$ cat config.mk
export PLATFORM = sky130hd
export DESIGN_NAME = adc_input_mux_config
export DESIGN_NICKNAME = d
export VERILOG_FILES = /design/src/adc_mux_pkg.sv /design/src/adc_input_mux_config.sv
export SDC_FILE = /design/constraint.sdc
export NUM_CORES = 1
export LEC_CHECK = 0
export BUFFER_PORTS_ARGS = -buffer_cell sky130_fd_sc_hd__buf_2
export CAP_MARGIN = 40
export CORE_ASPECT_RATIO = 0.6
export CORE_UTILIZATION = 31
export DETAILED_ROUTE_END_ITERATION = 10
export PLACE_DENSITY = 0.6
export SYNTH_ARGS = -nofsm -noshare
export SYNTH_HDL_FRONTEND = slang
export SYNTH_SLANG_ARGS = --single-unit
$ cat constraint.sdc
create_clock -name clk -period 1.5 [get_ports clk]
set_clock_uncertainty 0.1 [all_clocks]
set_input_delay 0 -clock clk [delete_from_list [all_inputs] [get_ports clk]]
set_output_delay 0 -clock clk [all_outputs]
set_load 0.01 [all_outputs]
$ cat src/adc_mux_pkg.sv
// Constants and types for the converter input path control
package adc_mux_pkg;

    // ----------------------------------------------------------------
    // Register addresses
    // ----------------------------------------------------------------
    localparam logic [7:0] converter_control_addr = 8'hB8;
    localparam logic [7:0] converter_configuration_addr = 8'hB9;
    localparam logic [7:0] input_pair_configuration_addr = 8'hBA;
    localparam logic [7:0] channel_select_addr = 8'hBB;
    localparam logic [7:0] port_pin_analog_select_addr = 8'hBD;

    // ----------------------------------------------------------------
    // Field positions and reset values
    // ----------------------------------------------------------------
    localparam int converter_enable_pos = 7;
    localparam int done_flag_pos = 5;
    localparam int start_busy_pos = 4;
    localparam int port_pair_diff_pos = 3;
    localparam int hv_amp_diff_pos = 2;
    localparam int inputs_two_three_diff_pos = 1;
    localparam int inputs_zero_one_diff_pos = 0;
    localparam int temp_select_pos = 3;
    localparam logic [3:0] pair_config_reset = 4'h0;
    localparam logic [3:0] channel_select_reset = 4'h0;
    localparam logic [7:0] port_pin_reset = 8'h00;
    localparam int result_width = 12;
    localparam int port_pin_count = 8;

    // ----------------------------------------------------------------
    // Types
    // ----------------------------------------------------------------
    typedef enum logic [2:0] {
        gain_unity = 3'h0,
        gain_two = 3'h1,
        gain_four = 3'h2,
        gain_eight = 3'h3,
        gain_sixteen = 3'h4,
        gain_half = 3'h6
    } gain_type;

    localparam gain_type gain_reset = gain_unity;

    typedef enum logic [3:0] {
        src_ain0, src_ain1, src_ain2, src_ain3, src_hv_amp, src_hv_ref,
        src_agnd, src_port_even, src_port_odd, src_temp
    } source_type;

    typedef struct packed {
        source_type pos;
        source_type neg;
        logic diff;
    } mux_select_type;

    typedef struct packed {
        logic [7:0] addr;
        logic wr;
        logic rd;
        logic [7:0] wdata;
    } sfr_request_type;

endpackage : adc_mux_pkg

$ cat src/adc_input_mux_config.sv
// Input multiplexer, gain and result format control for the converter
`timescale 1ns/100ps
module adc_input_mux_config (
    input wire logic clk,
    input wire logic reset,
    input adc_mux_pkg::sfr_request_type sfr,
    output logic [7:0] sfr_rdata_q,
    output logic sfr_read_valid_q,
    input wire logic conv_done,
    input wire logic [11:0] conv_raw,
    output logic subsystem_on_q,
    output logic conv_start_q,
    output adc_mux_pkg::mux_select_type route_q,
    output adc_mux_pkg::gain_type gain_q,
    output logic [3:0] even_pins_q,
    output logic [3:0] odd_pins_q,
    output logic even_wired_or_q,
    output logic odd_wired_or_q,
    output logic [11:0] result_q,
    output logic result_valid_q
);
    import adc_mux_pkg::*;

    // ----------------------------------------------------------------
    // Channel routing
    // ----------------------------------------------------------------
    function automatic mux_select_type route_of(input logic [3:0] ch, input logic [3:0] cf);
        mux_select_type r;
        r.pos = src_agnd;
        r.neg = src_agnd;
        r.diff = 1'b0;
        if (ch[temp_select_pos]) begin
            r.pos = src_temp;
        end else begin
            case (ch[2:0])
                3'h0, 3'h1: begin
                    if (cf[inputs_zero_one_diff_pos]) begin
                        r.pos = src_ain0;
                        r.neg = src_ain1;
                        r.diff = 1'b1;
                    end else begin
                        r.pos = ch[0] ? src_ain1 : src_ain0;
                    end
                end
                3'h2, 3'h3: begin
                    if (cf[inputs_two_three_diff_pos]) begin
                        r.pos = src_ain2;
                        r.neg = src_ain3;
                        r.diff = 1'b1;
                    end else begin
                        r.pos = ch[0] ? src_ain3 : src_ain2;
                    end
                end
                3'h4, 3'h5: begin
                    if (cf[hv_amp_diff_pos]) begin
                        r.pos = src_hv_amp;
                        r.neg = src_hv_ref;
                        r.diff = 1'b1;
                    end else begin
                        r.pos = ch[0] ? src_agnd : src_hv_amp;
                    end
                end
                default: begin
                    if (cf[port_pair_diff_pos]) begin
                        r.pos = src_port_even;
                        r.neg = src_port_odd;
                        r.diff = 1'b1;
                    end else begin
                        r.pos = ch[0] ? src_port_odd : src_port_even;
                    end
                end
            endcase
        end
        return r;
    endfunction : route_of

    // ----------------------------------------------------------------
    // Registers
    // ----------------------------------------------------------------
    logic enable_q;
    logic busy_q;
    logic done_q;
    logic [3:0] pair_config_q;
    logic [3:0] channel_q;
    logic [7:0] pin_enable_q;
    gain_type gain_field_q;

    // ----------------------------------------------------------------
    // Address decode
    // ----------------------------------------------------------------
    wire addr_control = sfr.addr == converter_control_addr;
    wire addr_config = sfr.addr == converter_configuration_addr;
    wire addr_pair = sfr.addr == input_pair_configuration_addr;
    wire addr_channel = sfr.addr == channel_select_addr;
    wire addr_pins = sfr.addr == port_pin_analog_select_addr;
    wire addr_mapped = addr_control || addr_config || addr_pair || addr_channel || addr_pins;

    wire wr_control = sfr.wr && addr_control;
    wire wr_config = sfr.wr && addr_config;
    wire wr_pair = sfr.wr && addr_pair;
    wire wr_channel = sfr.wr && addr_channel;
    wire wr_pins = sfr.wr && addr_pins;
    wire read_hit = sfr.rd && addr_mapped;

    // ----------------------------------------------------------------
    // Conversion control
    // ----------------------------------------------------------------
    wire enable_wr_bit = sfr.wdata[converter_enable_pos];
    wire start_wr_bit = sfr.wdata[start_busy_pos];
    wire done_wr_bit = sfr.wdata[done_flag_pos];
    wire enable_d = wr_control ? enable_wr_bit : enable_q;
    wire start_req = wr_control && start_wr_bit && enable_d && !busy_q;
    wire finish = busy_q && conv_done;
    wire result_take = finish && enable_d;
    wire done_clear = wr_control && !done_wr_bit;
    wire done_d = result_take || (done_q && !done_clear);
    wire busy_d = enable_d && (start_req || (busy_q && !conv_done));

    always_ff @(posedge clk) begin
        if (reset) begin
            enable_q <= 1'b0;
        end else begin
            enable_q <= enable_d;
        end
    end

    always_ff @(posedge clk) begin
        if (reset) begin
            busy_q <= 1'b0;
        end else begin
            busy_q <= busy_d;
        end
    end

    always_ff @(posedge clk) begin
        if (reset) begin
            done_q <= 1'b0;
        end else begin
            done_q <= done_d;
        end
    end

    // ----------------------------------------------------------------
    // Configuration registers
    // ----------------------------------------------------------------
    gain_type gain_wr;
    assign gain_wr = gain_type'(sfr.wdata[2:0]);
    wire gain_code_ok = (sfr.wdata[2:0] <= 3'h4) || (sfr.wdata[2:0] == 3'h6);

    wire [3:0] pair_config_d = wr_pair ? sfr.wdata[3:0] : pair_config_q;
    wire [3:0] channel_d = wr_channel ? sfr.wdata[3:0] : channel_q;
    wire [7:0] pin_enable_d = wr_pins ? sfr.wdata : pin_enable_q;
    gain_type gain_field_d;
    assign gain_field_d = (wr_config && gain_code_ok) ? gain_wr : gain_field_q;

    always_ff @(posedge clk) begin
        if (reset) begin
            pair_config_q <= pair_config_reset;
        end else begin
            pair_config_q <= pair_config_d;
        end
    end

    always_ff @(posedge clk) begin
        if (reset) begin
            channel_q <= channel_select_reset;
        end else begin
            channel_q <= channel_d;
        end
    end

    always_ff @(posedge clk) begin
        if (reset) begin
            pin_enable_q <= port_pin_reset;
        end else begin
            pin_enable_q <= pin_enable_d;
        end
    end

    always_ff @(posedge clk) begin
        if (reset) begin
            gain_field_q <= gain_reset;
        end else begin
            gain_field_q <= gain_field_d;
        end
    end

    // ----------------------------------------------------------------
    // Register read-back
    // ----------------------------------------------------------------
    wire [7:0] control_view = {enable_q, 1'b0, done_q, busy_q, 4'h0};
    wire [7:0] config_view = {5'h00, gain_field_q};
    wire [7:0] pair_view = {4'h0, pair_config_q};
    wire [7:0] channel_view = {4'h0, channel_q};
    wire [7:0] read_mux =
        addr_control ? control_view :
        addr_config ? config_view :
        addr_pair ? pair_view :
        addr_channel ? channel_view :
        addr_pins ? pin_enable_q : 8'h00;
    wire [7:0] sfr_rdata_d = read_hit ? read_mux : 8'h00;

    always_ff @(posedge clk) begin
        if (reset) begin
            sfr_rdata_q <= 8'h00;
        end else begin
            sfr_rdata_q <= sfr_rdata_d;
        end
    end

    always_ff @(posedge clk) begin
        if (reset) begin
            sfr_read_valid_q <= 1'b0;
        end else begin
            sfr_read_valid_q <= read_hit;
        end
    end

    // ----------------------------------------------------------------
    // Port 3 pin routing
    // ----------------------------------------------------------------
    logic [3:0] even_pins_d;
    logic [3:0] odd_pins_d;

    genvar i;
    generate
        for (i = 0; i < port_pin_count / 2; i++) begin : g_pin
            assign even_pins_d[i] = pin_enable_q[2 * i];
            assign odd_pins_d[i] = pin_enable_q[2 * i + 1];
        end
    endgenerate

    wire even_short = (even_pins_d & (even_pins_d - 4'h1)) != 4'h0;
    wire odd_short = (odd_pins_d & (odd_pins_d - 4'h1)) != 4'h0;

    // ----------------------------------------------------------------
    // Conversion snapshot
    // ----------------------------------------------------------------
    mux_select_type live_route;
    assign live_route = route_of(channel_q, pair_config_q);
    wire snapshot_open = !busy_q;

    always_ff @(posedge clk) begin
        if (reset) begin
            subsystem_on_q <= 1'b0;
        end else begin
            subsystem_on_q <= enable_d;
        end
    end

    always_ff @(posedge clk) begin
        if (reset) begin
            conv_start_q <= 1'b0;
        end else begin
            conv_start_q <= start_req;
        end
    end

    always_ff @(posedge clk) begin
        if (reset) begin
            route_q <= '{pos: src_ain0, neg: src_agnd, diff: 1'b0};
        end else if (snapshot_open) begin
            route_q <= live_route;
        end
    end

    always_ff @(posedge clk) begin
        if (reset) begin
            gain_q <= gain_reset;
        end else if (snapshot_open) begin
            gain_q <= gain_field_q;
        end
    end

    always_ff @(posedge clk) begin
        if (reset) begin
            even_pins_q <= 4'h0;
        end else if (snapshot_open) begin
            even_pins_q <= even_pins_d;
        end
    end

    always_ff @(posedge clk) begin
        if (reset) begin
            odd_pins_q <= 4'h0;
        end else if (snapshot_open) begin
            odd_pins_q <= odd_pins_d;
        end
    end

    always_ff @(posedge clk) begin
        if (reset) begin
            even_wired_or_q <= 1'b0;
        end else if (snapshot_open) begin
            even_wired_or_q <= even_short;
        end
    end

    always_ff @(posedge clk) begin
        if (reset) begin
            odd_wired_or_q <= 1'b0;
        end else if (snapshot_open) begin
            odd_wired_or_q <= odd_short;
        end
    end

    // ----------------------------------------------------------------
    // Result formatting
    // ----------------------------------------------------------------
    wire [11:0] formatted = route_q.diff ? {~conv_raw[11], conv_raw[10:0]} : conv_raw;
    wire [11:0] result_d = result_take ? formatted : result_q;

    always_ff @(posedge clk) begin
        if (reset) begin
            result_q <= 12'h000;
        end else begin
            result_q <= result_d;
        end
    end

    always_ff @(posedge clk) begin
        if (reset) begin
            result_valid_q <= 1'b0;
        end else begin
            result_valid_q <= result_take;
        end
    end

endmodule : adc_input_mux_config

* Word-level counts from Yosys, hierarchy flattened
Index checks and enable logic that the tools add are counted.
** Word-level totals
- Word-level logic and storage cells :: 101
- Register bits after elaboration :: 67
- Input bits :: 33
** Cells by class
- Magnitude comparators :: 1
- Bitwise logic cells :: 5
- $add $sub $neg :: 2
- Mux-type cells :: 22
- Equal/unequal tests :: 11
- Reduce and logical (&&, ||, !) cells :: 37
** Operator list (count)
- 8-bit equality test, second input constant :: 5
- 8-bit 2-to-1 mux :: 5
- 9-bit one-hot mux with 3 select lines :: 1
- 4-bit 2-to-1 mux :: 5
- 1-bit logical AND :: 16
- 12-bit 2-to-1 mux :: 1
- 5-bit 2-to-1 mux :: 2
- 3-bit equality test, second input constant :: 3
- 4-bit AND :: 2
- 4-bit nonzero test :: 2
- 2-bit OR reduction :: 4
- 4-bit by 1-bit subtractor with 4-bit output, second input constant :: 2
- 1-bit logical OR :: 7
- 7-bit OR reduction :: 1
- 3-bit by 2-bit equality test with 1-bit output, second input constant :: 2
- 1-bit 2-to-1 mux :: 5
- 1-bit logical NOT :: 4
- 2-bit 2-to-1 mux :: 2
- 4-bit OR reduction :: 1
- 3-bit by 1-bit equality test with 1-bit output, second input constant :: 1
- 3-bit <= comparator, second input constant :: 1
- 3-bit logical NOT :: 1
- 3-bit 2-to-1 mux :: 1
- 1-bit inverter :: 3
- 3-bit OR reduction :: 1

* Longest topological paths before layout
Gate-level depths: netlist (run 1).
- Depth in word-level cells :: 8
- Gate-level depth with buffers :: 6
- Gate-level depth less buffers :: 4

* Worst setup path after synthesis (run 1)
Ideal clock, no wire load.
- Kind :: reg-to-reg
- Start point :: register channel_q[1]
- End point :: register route_q[0] in the netlist's numbering
- Arrival time :: 1.118 ns
- Path buffers :: 1
- Cell stages (with the launch flop) :: 6
- Path slack :: 0.149 ns
- Cell sequence :: dfxtp_1 clkbuf_1 mux2i_1 nor2_1 o21ai_0 a31oi_1
** On the way
- Longest elaborated chain between the ends :: 4
** RTL lines
- start: declaration :: RTL line adc_input_mux_config.sv:84 : logic [3:0] channel_q;
- start signal: assignment :: RTL line adc_input_mux_config.sv:166 : channel_q <= channel_select_reset;
- start signal: assignment :: RTL line adc_input_mux_config.sv:168 : channel_q <= channel_d;
- 3-bit equality test (tied with other cells) :: RTL line adc_input_mux_config.sv:35 : case (ch[2:0])
- 2-bit OR reduction :: RTL line adc_input_mux_config.sv:35
- 9-bit one-hot mux with 3 select lines * :: RTL line adc_input_mux_config.sv:35
- 5-bit 2-to-1 mux * :: RTL line adc_input_mux_config.sv:32 : if (ch[temp_select_pos]) begin
- end signal: assignment :: RTL line adc_input_mux_config.sv:261 : route_q <= '{pos: src_ain0, neg: src_agnd, diff: 1'b0};
- end signal: assignment :: RTL line adc_input_mux_config.sv:263 : route_q <= live_route;
- end: declaration :: RTL line adc_input_mux_config.sv:13 : output adc_mux_pkg::mux_select_type route_q,
Every way passes the cells marked *; elsewhere a longest branch is shown, timed or not.
A chain may end at the register's enable or synchronous reset.

==> results of run 1 <==
## placed cells by master (no fill, tap or decap), types with 3 or more instances in the layout
cell,instances
dfxtp_1,66
a21oi_1,12
inv_1,4
nand4_1,7
buf_4,19
nand3_1,5
a31o_2,4
nand2_1,44
nor2_1,31
mux2i_1,35
nand2b_1,3
clkinvlp_4,3
nor3_1,12
nor2b_1,7
a31oi_1,3
buf_2,78
o21ai_0,9
clkbuf_16,9
dlygate4sd3_1,22
a22oi_1,7
and3_1,5
## through the flow
stage / hold WS (ns) / instance area [um2]
after detailed placement: 0.146 / 3440
final: 0.0336 / 3980
after floorplan: 0.0421 / 2830
after global routing: 0.0537 / 3980
after CTS: 0.0128 / 3980
after global placement: 0.142 / 3440
## layout make-up
cell class              count  share of cell area
multi-input cells         216               0.343
flip-flops and latches     67               0.338
repair buffers            121               0.199
clock buffers               9              0.0566
well taps                 112              0.0352
clock inverters             7              0.0233
inverters                   5             0.00472
## sequential cells by signal, summed over array words and instances, names as in the netlist, 3 cells and up
register       count
even_pins_q        4
sfr_rdata_q        8
pin_enable_q       8
result_q          12
channel_q          4
gain_q             3
odd_pins_q         4
gain_field_q       3
pair_config_q      4
route_q            9
## cell families after synthesis
kind of cell	after synthesis	synth area share
muxes	37	0.136
buffers and inverters	27	0.0425
xor gates and xnor gates	1	0.00310
adders and majority gates	2	0.00708
DFF	67	0.475
AOI/OAI and AO/OA	49	0.114
and+or+nand+nor	127	0.223
## worst max-delay path by stage
stage	to	slack (ns)	start	cells past startpoint
floorplan	route_q[0]	0.15	channel_q[1]	5
global placement	even_wired_or_q	0.06	pin_enable_q[6]	4
detailed placement	route_q[0]	0.05	channel_q[1]	4
CTS	route_q[0]	0.04	channel_q[1]	4
global route	pin_enable_q[2]	0.002	reset	6
finish	pin_enable_q[2]	0.07	reset	6
## per-layer routing
layer  up-vias  track usage  share of wire
li1       1308            -              -
met1      1193        0.245           0.53
met2        76        0.245           0.41
met3         2       0.0699          0.061
met4         0       0.0329         0.0017
met5         -            0              0
## worst reg2reg max path, cell delays in order (launching register included)
cell and delay (ns):
dfxtp_1 0.35, maj3_1 0.35, o21ai_0 0.27, buf_4 0.18, a21oi_1 0.06
## where the power goes
group,switching [uW],total [uW],leakage (uW),internal [uW]
combinational,116,225,0.00102,110
clock,777,2220,0.000147,1450
sequential,1.09,1780,0.000540,1780
## timing repair
item	4_1_cts	5_1_grt
setup endpoints to repair	0	2
hold endpoints to repair	44	0
hold buffers	22	0
resized for setup	0	2
buffers inserted	0	0
==> run metrics, run 1 <==
status=finished with violations; failing checks=DRC; Inst Count DP=499; Avg Vias per Cell=4.80; Syn Nets=343; worst r2r path cells=4; Iteration-0 DRC Markers=194; RR Startpoint=pin_enable_q[6]; synth unique cells=46; CP top delay family=buffers and inverters; fmax=697 MHz; reg2reg setup slack=0.07 ns; hold depth=4; Final min period=1.43 ns; total power=4230 uW; largest area contributor in the netlist=dfxtp_1; area occupied by multi-input gates=0.00137 mm2; ANT cells=0; IO Count=79; initial antenna violation count=0; core area=0.00869 mm2; Remaining DRCs=2; Place WS=0.0459 ns; Seq cells post-synth=67; Slew @ Worst Pin=0.489 ns; Post-Synthesis Cell Area=0.00283 mm2; Fillers=843; global-route wire length before repair=12600 um; dominant synthesized flop cell=dfxtp_1; I/O Buffers=78; DP HPWL=5620 um; cell count after synthesis=310; max-cap violations=0; Initial Util=0.325; DRT Wirelength=7740 um; clk_lat worst skew=0.33 ns; clk buf depth=2; Worst EP required=1.60 ns; CP max stage cell=dlygate4sd3_1; Die W=125 um; chip height=76.0 um; Setup violations, final=0; layout cell share with drive strength beyond 1=0.301; WHS Endpoint=pin_enable_q[7]; top-area cell type share of the netlist area=0.475; RSZ-0062 raised after global routing=no; Avg WL per Cell=14.4 um; cts bufs inserted=9; Worst-path clk slew=0.05 ns; Hold Crit Start=sfr[9]; most common cell in the netlist=dfxtp_1; yosys warns=0; Commonest cells post-synth=dfxtp_1, nand2_1, mux2i_1, nor2_1; Final Net Count=453; Final Non-Filler Cells=537; crit-path max cell delay=0.53 ns; Worst setup SP type=input pin; critical-path cell list=dlygate4sd3_1, buf_2, clkinv_1, buf_4, nand4_1, o21ai_0; Sequential Area=0.00134 mm2; Placer Congestion=0.809; post-synthesis sequential area ratio=0.475; Sink Count=67; CP Max Fanout=15; Routed Antenna Nets=0; Core Rows=26; vias=2579; syn_area_per_cell=9.12 um2; Async SR Flop Fraction=0; pwr/cell area=1060 mW/mm2; Util after Layout=0.458; Post-synth EDFFs=0; GRT overflow=0; fin. max-slew vios=0; top post-synthesis cells by area=dfxtp_1, mux2i_1, nand2_1; Final period util=0.957; setup TNS=0 ns; Slew HR=0.672; WP buf/inv=4; critical path arrival=1.54 ns; CTS tree=built; FF-to-FF End=even_wired_or_q; type of the worst setup path=input pin to flop; Root Buffer=clkbuf_16; vias in the first global route=2486; GRT Total Usage=0.173; largest net degree at the start of global routing=27; area growth from synthesis to layout=40.7%; P_leak=0.00171 uW; Final Hold Viols=0; H-tree lvl count=3; worst hold-check path type=input pin to flop; full die area=0.00952 mm2; endpoint class of the critical path=flop; final worst slack=0.0652 ns; Pre-antenna DRT Iters=7; Worst VDD drop=0.563 mV
Note: power is estimated with default switching activity, not from simulation.
==> run 2: changes to the inputs <==
--- a/config.mk
+++ b/config.mk
@@ -7,10 +7,12 @@
 export LEC_CHECK = 0
 export BUFFER_PORTS_ARGS = -buffer_cell sky130_fd_sc_hd__buf_2
 export CAP_MARGIN = 40
+export CELL_PAD_IN_SITES_DETAIL_PLACEMENT = 1
+export CELL_PAD_IN_SITES_GLOBAL_PLACEMENT = 1
 export CORE_ASPECT_RATIO = 0.6
 export CORE_UTILIZATION = 31
 export DETAILED_ROUTE_END_ITERATION = 10
-export PLACE_DENSITY = 0.6
+export PLACE_DENSITY = 0.74
 export SYNTH_ARGS = -nofsm -noshare
 export SYNTH_HDL_FRONTEND = slang
 export SYNTH_SLANG_ARGS = --single-unit
==> run metrics, run 2 (same netlist as run 1, synthesis figures left out) <==
P_leak=0.00171 uW (about the same); reg2reg setup slack=0.07 ns (about the same); Routed Antenna Nets=0 (unchanged); FF-to-FF End=even_wired_or_q; area occupied by multi-input gates=0.00137 mm2 (+0.37%); clk_lat worst skew=0.33 ns (about the same); DRT Wirelength=8560 um (+11%); CP max stage cell=maj3_1; cts bufs inserted=9 (unchanged); Slew @ Worst Pin=0.393 ns (-0.0965 ns); Die W=125 um (unchanged); worst hold-check path type=input pin to flop; Fillers=1029 (+22%); I/O Buffers=78 (unchanged); Worst setup SP type=flop; vias in the first global route=2716 (+9.3%); hold depth=4 (unchanged); Remaining DRCs=1 (-1); endpoint class of the critical path=flop; Initial Util=0.325 (unchanged); status=finished with violations; Root Buffer=clkbuf_16; area growth from synthesis to layout=39.8%; Pre-antenna DRT Iters=7 (unchanged); initial antenna violation count=0 (unchanged); Avg WL per Cell=15.9 um (+11%); core area=0.00869 mm2 (unchanged); Iteration-0 DRC Markers=149 (-23%); largest net degree at the start of global routing=27 (unchanged); full die area=0.00952 mm2 (unchanged); DP HPWL=6240 um (+11%); RR Startpoint=pin_enable_q[6]; critical path arrival=1.53 ns (about the same); Hold Crit Start=sfr[9]; Avg Vias per Cell=4.96 (+3.3%); Largest register FFs=12 (unchanged); fmax=701 MHz (+0.65%); Slew HR=0.731 (+0.0588); critical-path cell list=maj3_1, o21ai_0, buf_4, a21oi_1; biggest regs=result_q x12, route_q x9; ANT cells=0 (unchanged); dpl cell area=0.00345 mm2 (+0.22%); Worst-path clk slew=0.05 ns (about the same); CTS tree=built; type of the worst setup path=flop to flop; pwr/cell area=992 mW/mm2 (-6.7%); Fin Hold WS=0.0358 ns (+0.00223 ns); max-cap violations=0 (unchanged); Setup violations, final=0 (unchanged); Design Area, Final=0.00395 mm2 (-0.69%); global-route wire length before repair=14000 um (+11%); H-tree lvl count=3 (unchanged); fin. max-slew vios=0 (unchanged); Core Rows=26 (unchanged); Final Net Count=455 (+0.44%); WHS Endpoint=pin_enable_q[2]; Placer Congestion=0.793 (-2.0%); IO Count=79 (unchanged); clk buf depth=2 (unchanged); most common cell after layout, fill and taps aside=buf_2; chip height=76.0 um (unchanged); Final Hold Viols=0 (unchanged); CP Max Fanout=2 (-13); Final min period=1.43 ns (-0.00924 ns); RSZ-0062 raised after global routing=no; Reg with most FFs=result_q; Setup Fix Bufs, Post-CTS=0 (unchanged); Sequential Area=0.00134 mm2 (unchanged); worst r2r path cells=4 (unchanged); most frequent cells in the layout=buf_2, dfxtp_1, nand2_1; GRT Total Usage=0.191 (+0.0180); Worst EP required=1.60 ns (about the same); Worst VDD drop=0.613 mV (+9.0%); layout cell share with drive strength beyond 1=0.301 (unchanged); Sink Count=67 (unchanged); setup TNS=0 ns (unchanged); failing checks=DRC; Final period util=0.950 (-0.00616); GRT overflow=0 (unchanged); crit-path max cell delay=0.34 ns (-0.19 ns); vias=2663 (+3.3%)
-- run 2: area by class of cell --
type	count	share of cell area
Clock buffer	11	0.0640
Clock inverter	3	0.00380
Inverter	5	0.00475
Multi-Input combinational cell	216	0.347
Sequential cell	67	0.340
Tap cell	112	0.0355
Timing Repair Buffer	123	0.205
-- run 2: metal layers --
metal,track usage,share of wire,up-vias
met5,0,0,-
met4,0.0659,0.012,0
met3,0.0565,0.050,10
met2,0.293,0.44,56
met1,0.255,0.50,1290
li1,-,-,1307
-- run 2: timing repair --
item,in CTS,in global routing
hold buffers,23,1
resized for setup,0,2
endpoints found under the setup margin,0,2
endpoints found under the hold margin,44,1
-- run 2: metrics by stage --
stage	power (uW)	worst slack, ns	util	instances
final	3920	0.0744	0.455	537
after global routing	4080	0.0341	0.455	537
after CTS	3970	0.0313	0.454	537
after detailed placement	2000	0.0803	0.397	500
after global placement	2000	0.0507	0.397	500
after floorplan	1910	0.149	-	310
-- run 2: power by group --
part / internal (uW) / leakage [uW] / switching (uW) / total (uW)
combinational: 110 / 0.00103 / 118 / 228
sequential: 1780 / 0.000540 / 1.05 / 1780
clock: 1180 / 0.000137 / 727 / 1910
total: 3070 / 0.00171 / 846 / 3920
-- run 2: how the worst max path moves through the flow --
stage / start / end / slack, ns / depth (start not counted)
final: pin_enable_q[6] / even_wired_or_q / 0.07 / 4
after global routing: pin_enable_q[6] / even_wired_or_q / 0.03 / 4
after CTS: sfr[4] / busy_q / 0.03 / 6
after detailed placement: pin_enable_q[6] / even_wired_or_q / 0.08 / 4
after global placement: pin_enable_q[6] / even_wired_or_q / 0.05 / 4
after floorplan: channel_q[1] / route_q[0] / 0.15 / 5
-- run 2: critical path: cells and delay by family (launching register included) --
family                     cells  cell delay, ns
adders and majority gates      1            0.34
DFF                            1            0.31
AOI/OAI and AO/OA              2            0.37
buffers and inverters          1            0.18
==> run 3: changes to the inputs <==
--- a/config.mk
+++ b/config.mk
@@ -11,6 +11,7 @@
 export CELL_PAD_IN_SITES_GLOBAL_PLACEMENT = 1
 export CORE_ASPECT_RATIO = 0.6
 export CORE_UTILIZATION = 31
+export CTS_BUF_LIST = sky130_fd_sc_hd__clkbuf_8
 export DETAILED_ROUTE_END_ITERATION = 10
 export PLACE_DENSITY = 0.74
 export SYNTH_ARGS = -nofsm -noshare
==> run metrics, run 3 (same netlist as run 1, synthesis figures left out) <==
status=finished with violations; CTS tree=built; core area=0.00869 mm2 (unchanged); Sink Count=67 (unchanged); setup TNS=0 ns (unchanged); Pre-antenna DRT Iters=7 (unchanged); Avg WL per Cell=15.9 um (-0.56%); DRT Wirelength=8520 um (-0.56%); Fin Hold WS=0.0154 ns (-0.0204 ns); fmax=684 MHz (-2.5%); Reg with most FFs=result_q; total power=3340 uW (-15%); cts bufs inserted=9 (unchanged); initial antenna violation count=0 (unchanged); Final Net Count=455 (unchanged); Placer Congestion=0.793 (unchanged); Design Area, Final=0.00385 mm2 (-2.5%); hold depth=4 (unchanged); FF-to-FF End=even_wired_or_q; Avg Vias per Cell=4.95 (-0.11%); Initial Util=0.325 (unchanged); fin. max-slew vios=0 (unchanged); CP Max Fanout=4 (+2); Setup Fix Bufs, Post-CTS=0 (unchanged); biggest regs=result_q x12, route_q x9; chip height=76.0 um (unchanged); Final Hold Viols=0 (unchanged); Final min period=1.46 ns (+0.0360 ns); Core Rows=26 (unchanged); Worst setup SP type=input pin; Iteration-0 DRC Markers=108 (-28%); Worst EP required=1.67 ns (+0.07 ns); area occupied by multi-input gates=0.00137 mm2 (unchanged); max-cap violations=0 (unchanged); layout cell share with drive strength beyond 1=0.301 (unchanged); clk buf depth=2 (unchanged); Setup violations, final=0 (unchanged); Largest register FFs=12 (unchanged); failing checks=DRC; Routed Antenna Nets=0 (unchanged); Hold Crit Start=sfr[9]; P_leak=0.00166 uW (-2.7%); Worst VDD drop=0.572 mV (-6.7%); Util after Layout=0.443 (-0.0114); H-tree lvl count=3 (unchanged); full die area=0.00952 mm2 (unchanged); Fillers=1043 (+1.4%); RR Startpoint=pin_enable_q[6]; RSZ-0062 raised after global routing=no; Die W=125 um (unchanged); IO Count=79 (unchanged); area growth from synthesis to layout=36.3%; vias in the first global route=2668 (-1.8%); worst r2r path cells=4 (unchanged); vias=2660 (-0.11%); clk_lat worst skew=0.35 ns (+0.02 ns); most common cell after layout, fill and taps aside=buf_2; type of the worst setup path=input pin to flop; DP HPWL=6240 um (unchanged); I/O Buffers=78 (unchanged); reg2reg setup slack=0.07 ns (about the same); Slew @ Worst Pin=0.403 ns (+0.0105 ns); Sequential Area=0.00134 mm2 (unchanged); dpl cell area=0.00345 mm2 (unchanged); WHS Endpoint=pin_enable_q[0]; Root Buffer=clkbuf_8; pwr/cell area=866 mW/mm2 (-13%); most frequent cells in the layout=buf_2, dfxtp_1, nand2_1; critical path arrival=1.64 ns (+0.11 ns); Worst-path clk slew=0.07 ns (+0.02 ns); Remaining DRCs=1 (unchanged); GRT Total Usage=0.188 (-0.00295); ANT cells=0 (unchanged); worst hold-check path type=input pin to flop; Final period util=0.974 (+0.0240); endpoint class of the critical path=flop; GRT overflow=0 (unchanged); global-route wire length before repair=13800 um (-1.8%); Slew HR=0.723 (-0.00723); largest net degree at the start of global routing=27 (unchanged)
run 3: cell types whose count changed in the layout (fill, tap and decap cells not counted):
cell,change
buf_4,+1
buf_2,-1
clkbuf_8,+9
clkbuf_16,-9
run 3: cell type report:
class	count	share of cell area
clock inverters	3	0.00390
multi-input cells	216	0.356
flip-flops and latches	67	0.349
well taps	112	0.0364
repair buffers	123	0.211
clock buffers	11	0.0393
inverters	5	0.00487
run 3: report_power, final:
group	total, uW	leakage, uW	internal (uW)	switching (uW)
sequential	1780	0.000540	1780	1.04
combinational	229	0.00103	111	119
clock	1330	0.0000908	663	663
run 3: per-stage QoR:
| step | instances | setup slack (ns) |
|---|---|---|
| after CTS | 537 | 0.0203 |
| after floorplan | 310 | 0.149 |
| after global routing | 537 | 0.0115 |
| after global placement | 500 | 0.0507 |
| after detailed placement | 500 | 0.0803 |
| final | 537 | 0.0384 |
run 3: worst max-delay path by stage:
| stage | from | end | cells after the start |
|---|---|---|---|
| 2_1_floorplan | channel_q[1] | route_q[0] | 5 |
| 3_3_place_gp | pin_enable_q[6] | even_wired_or_q | 4 |
| 3_5_place_dp | pin_enable_q[6] | even_wired_or_q | 4 |
| 4_1_cts | sfr[7] | busy_q | 6 |
| 5_1_grt | sfr[4] | conv_start_q | 5 |
| 6_report | sfr[7] | busy_q | 6 |
run 3: what timing repair did:
item                                    in CTS  in global routing
hold buffers                                23                  0
resized for setup                            0                  3
endpoints found under the setup margin       0                  3
endpoints found under the hold margin       44                  0
run 3: worst max-delay path, cell delays in order:
cell and delay (ns):
dlygate4sd3_1 0.53, buf_4 0.13, nand2_1 0.05, dlygate4sd3_1 0.56, o31a_1 0.26, nor3_2 0.10
run 3: routing by layer:
layer  global-route usage  routed length, um  vias to the layer above  part of all wire
met4               0.0512                 83                        0            0.0097
li1                     -                  -                     1298                 -
met1                0.253               4310                     1298              0.51
met2                0.288               3730                       53              0.44
met3               0.0607                392                       11             0.046
met5                    0                  0                        -                 0
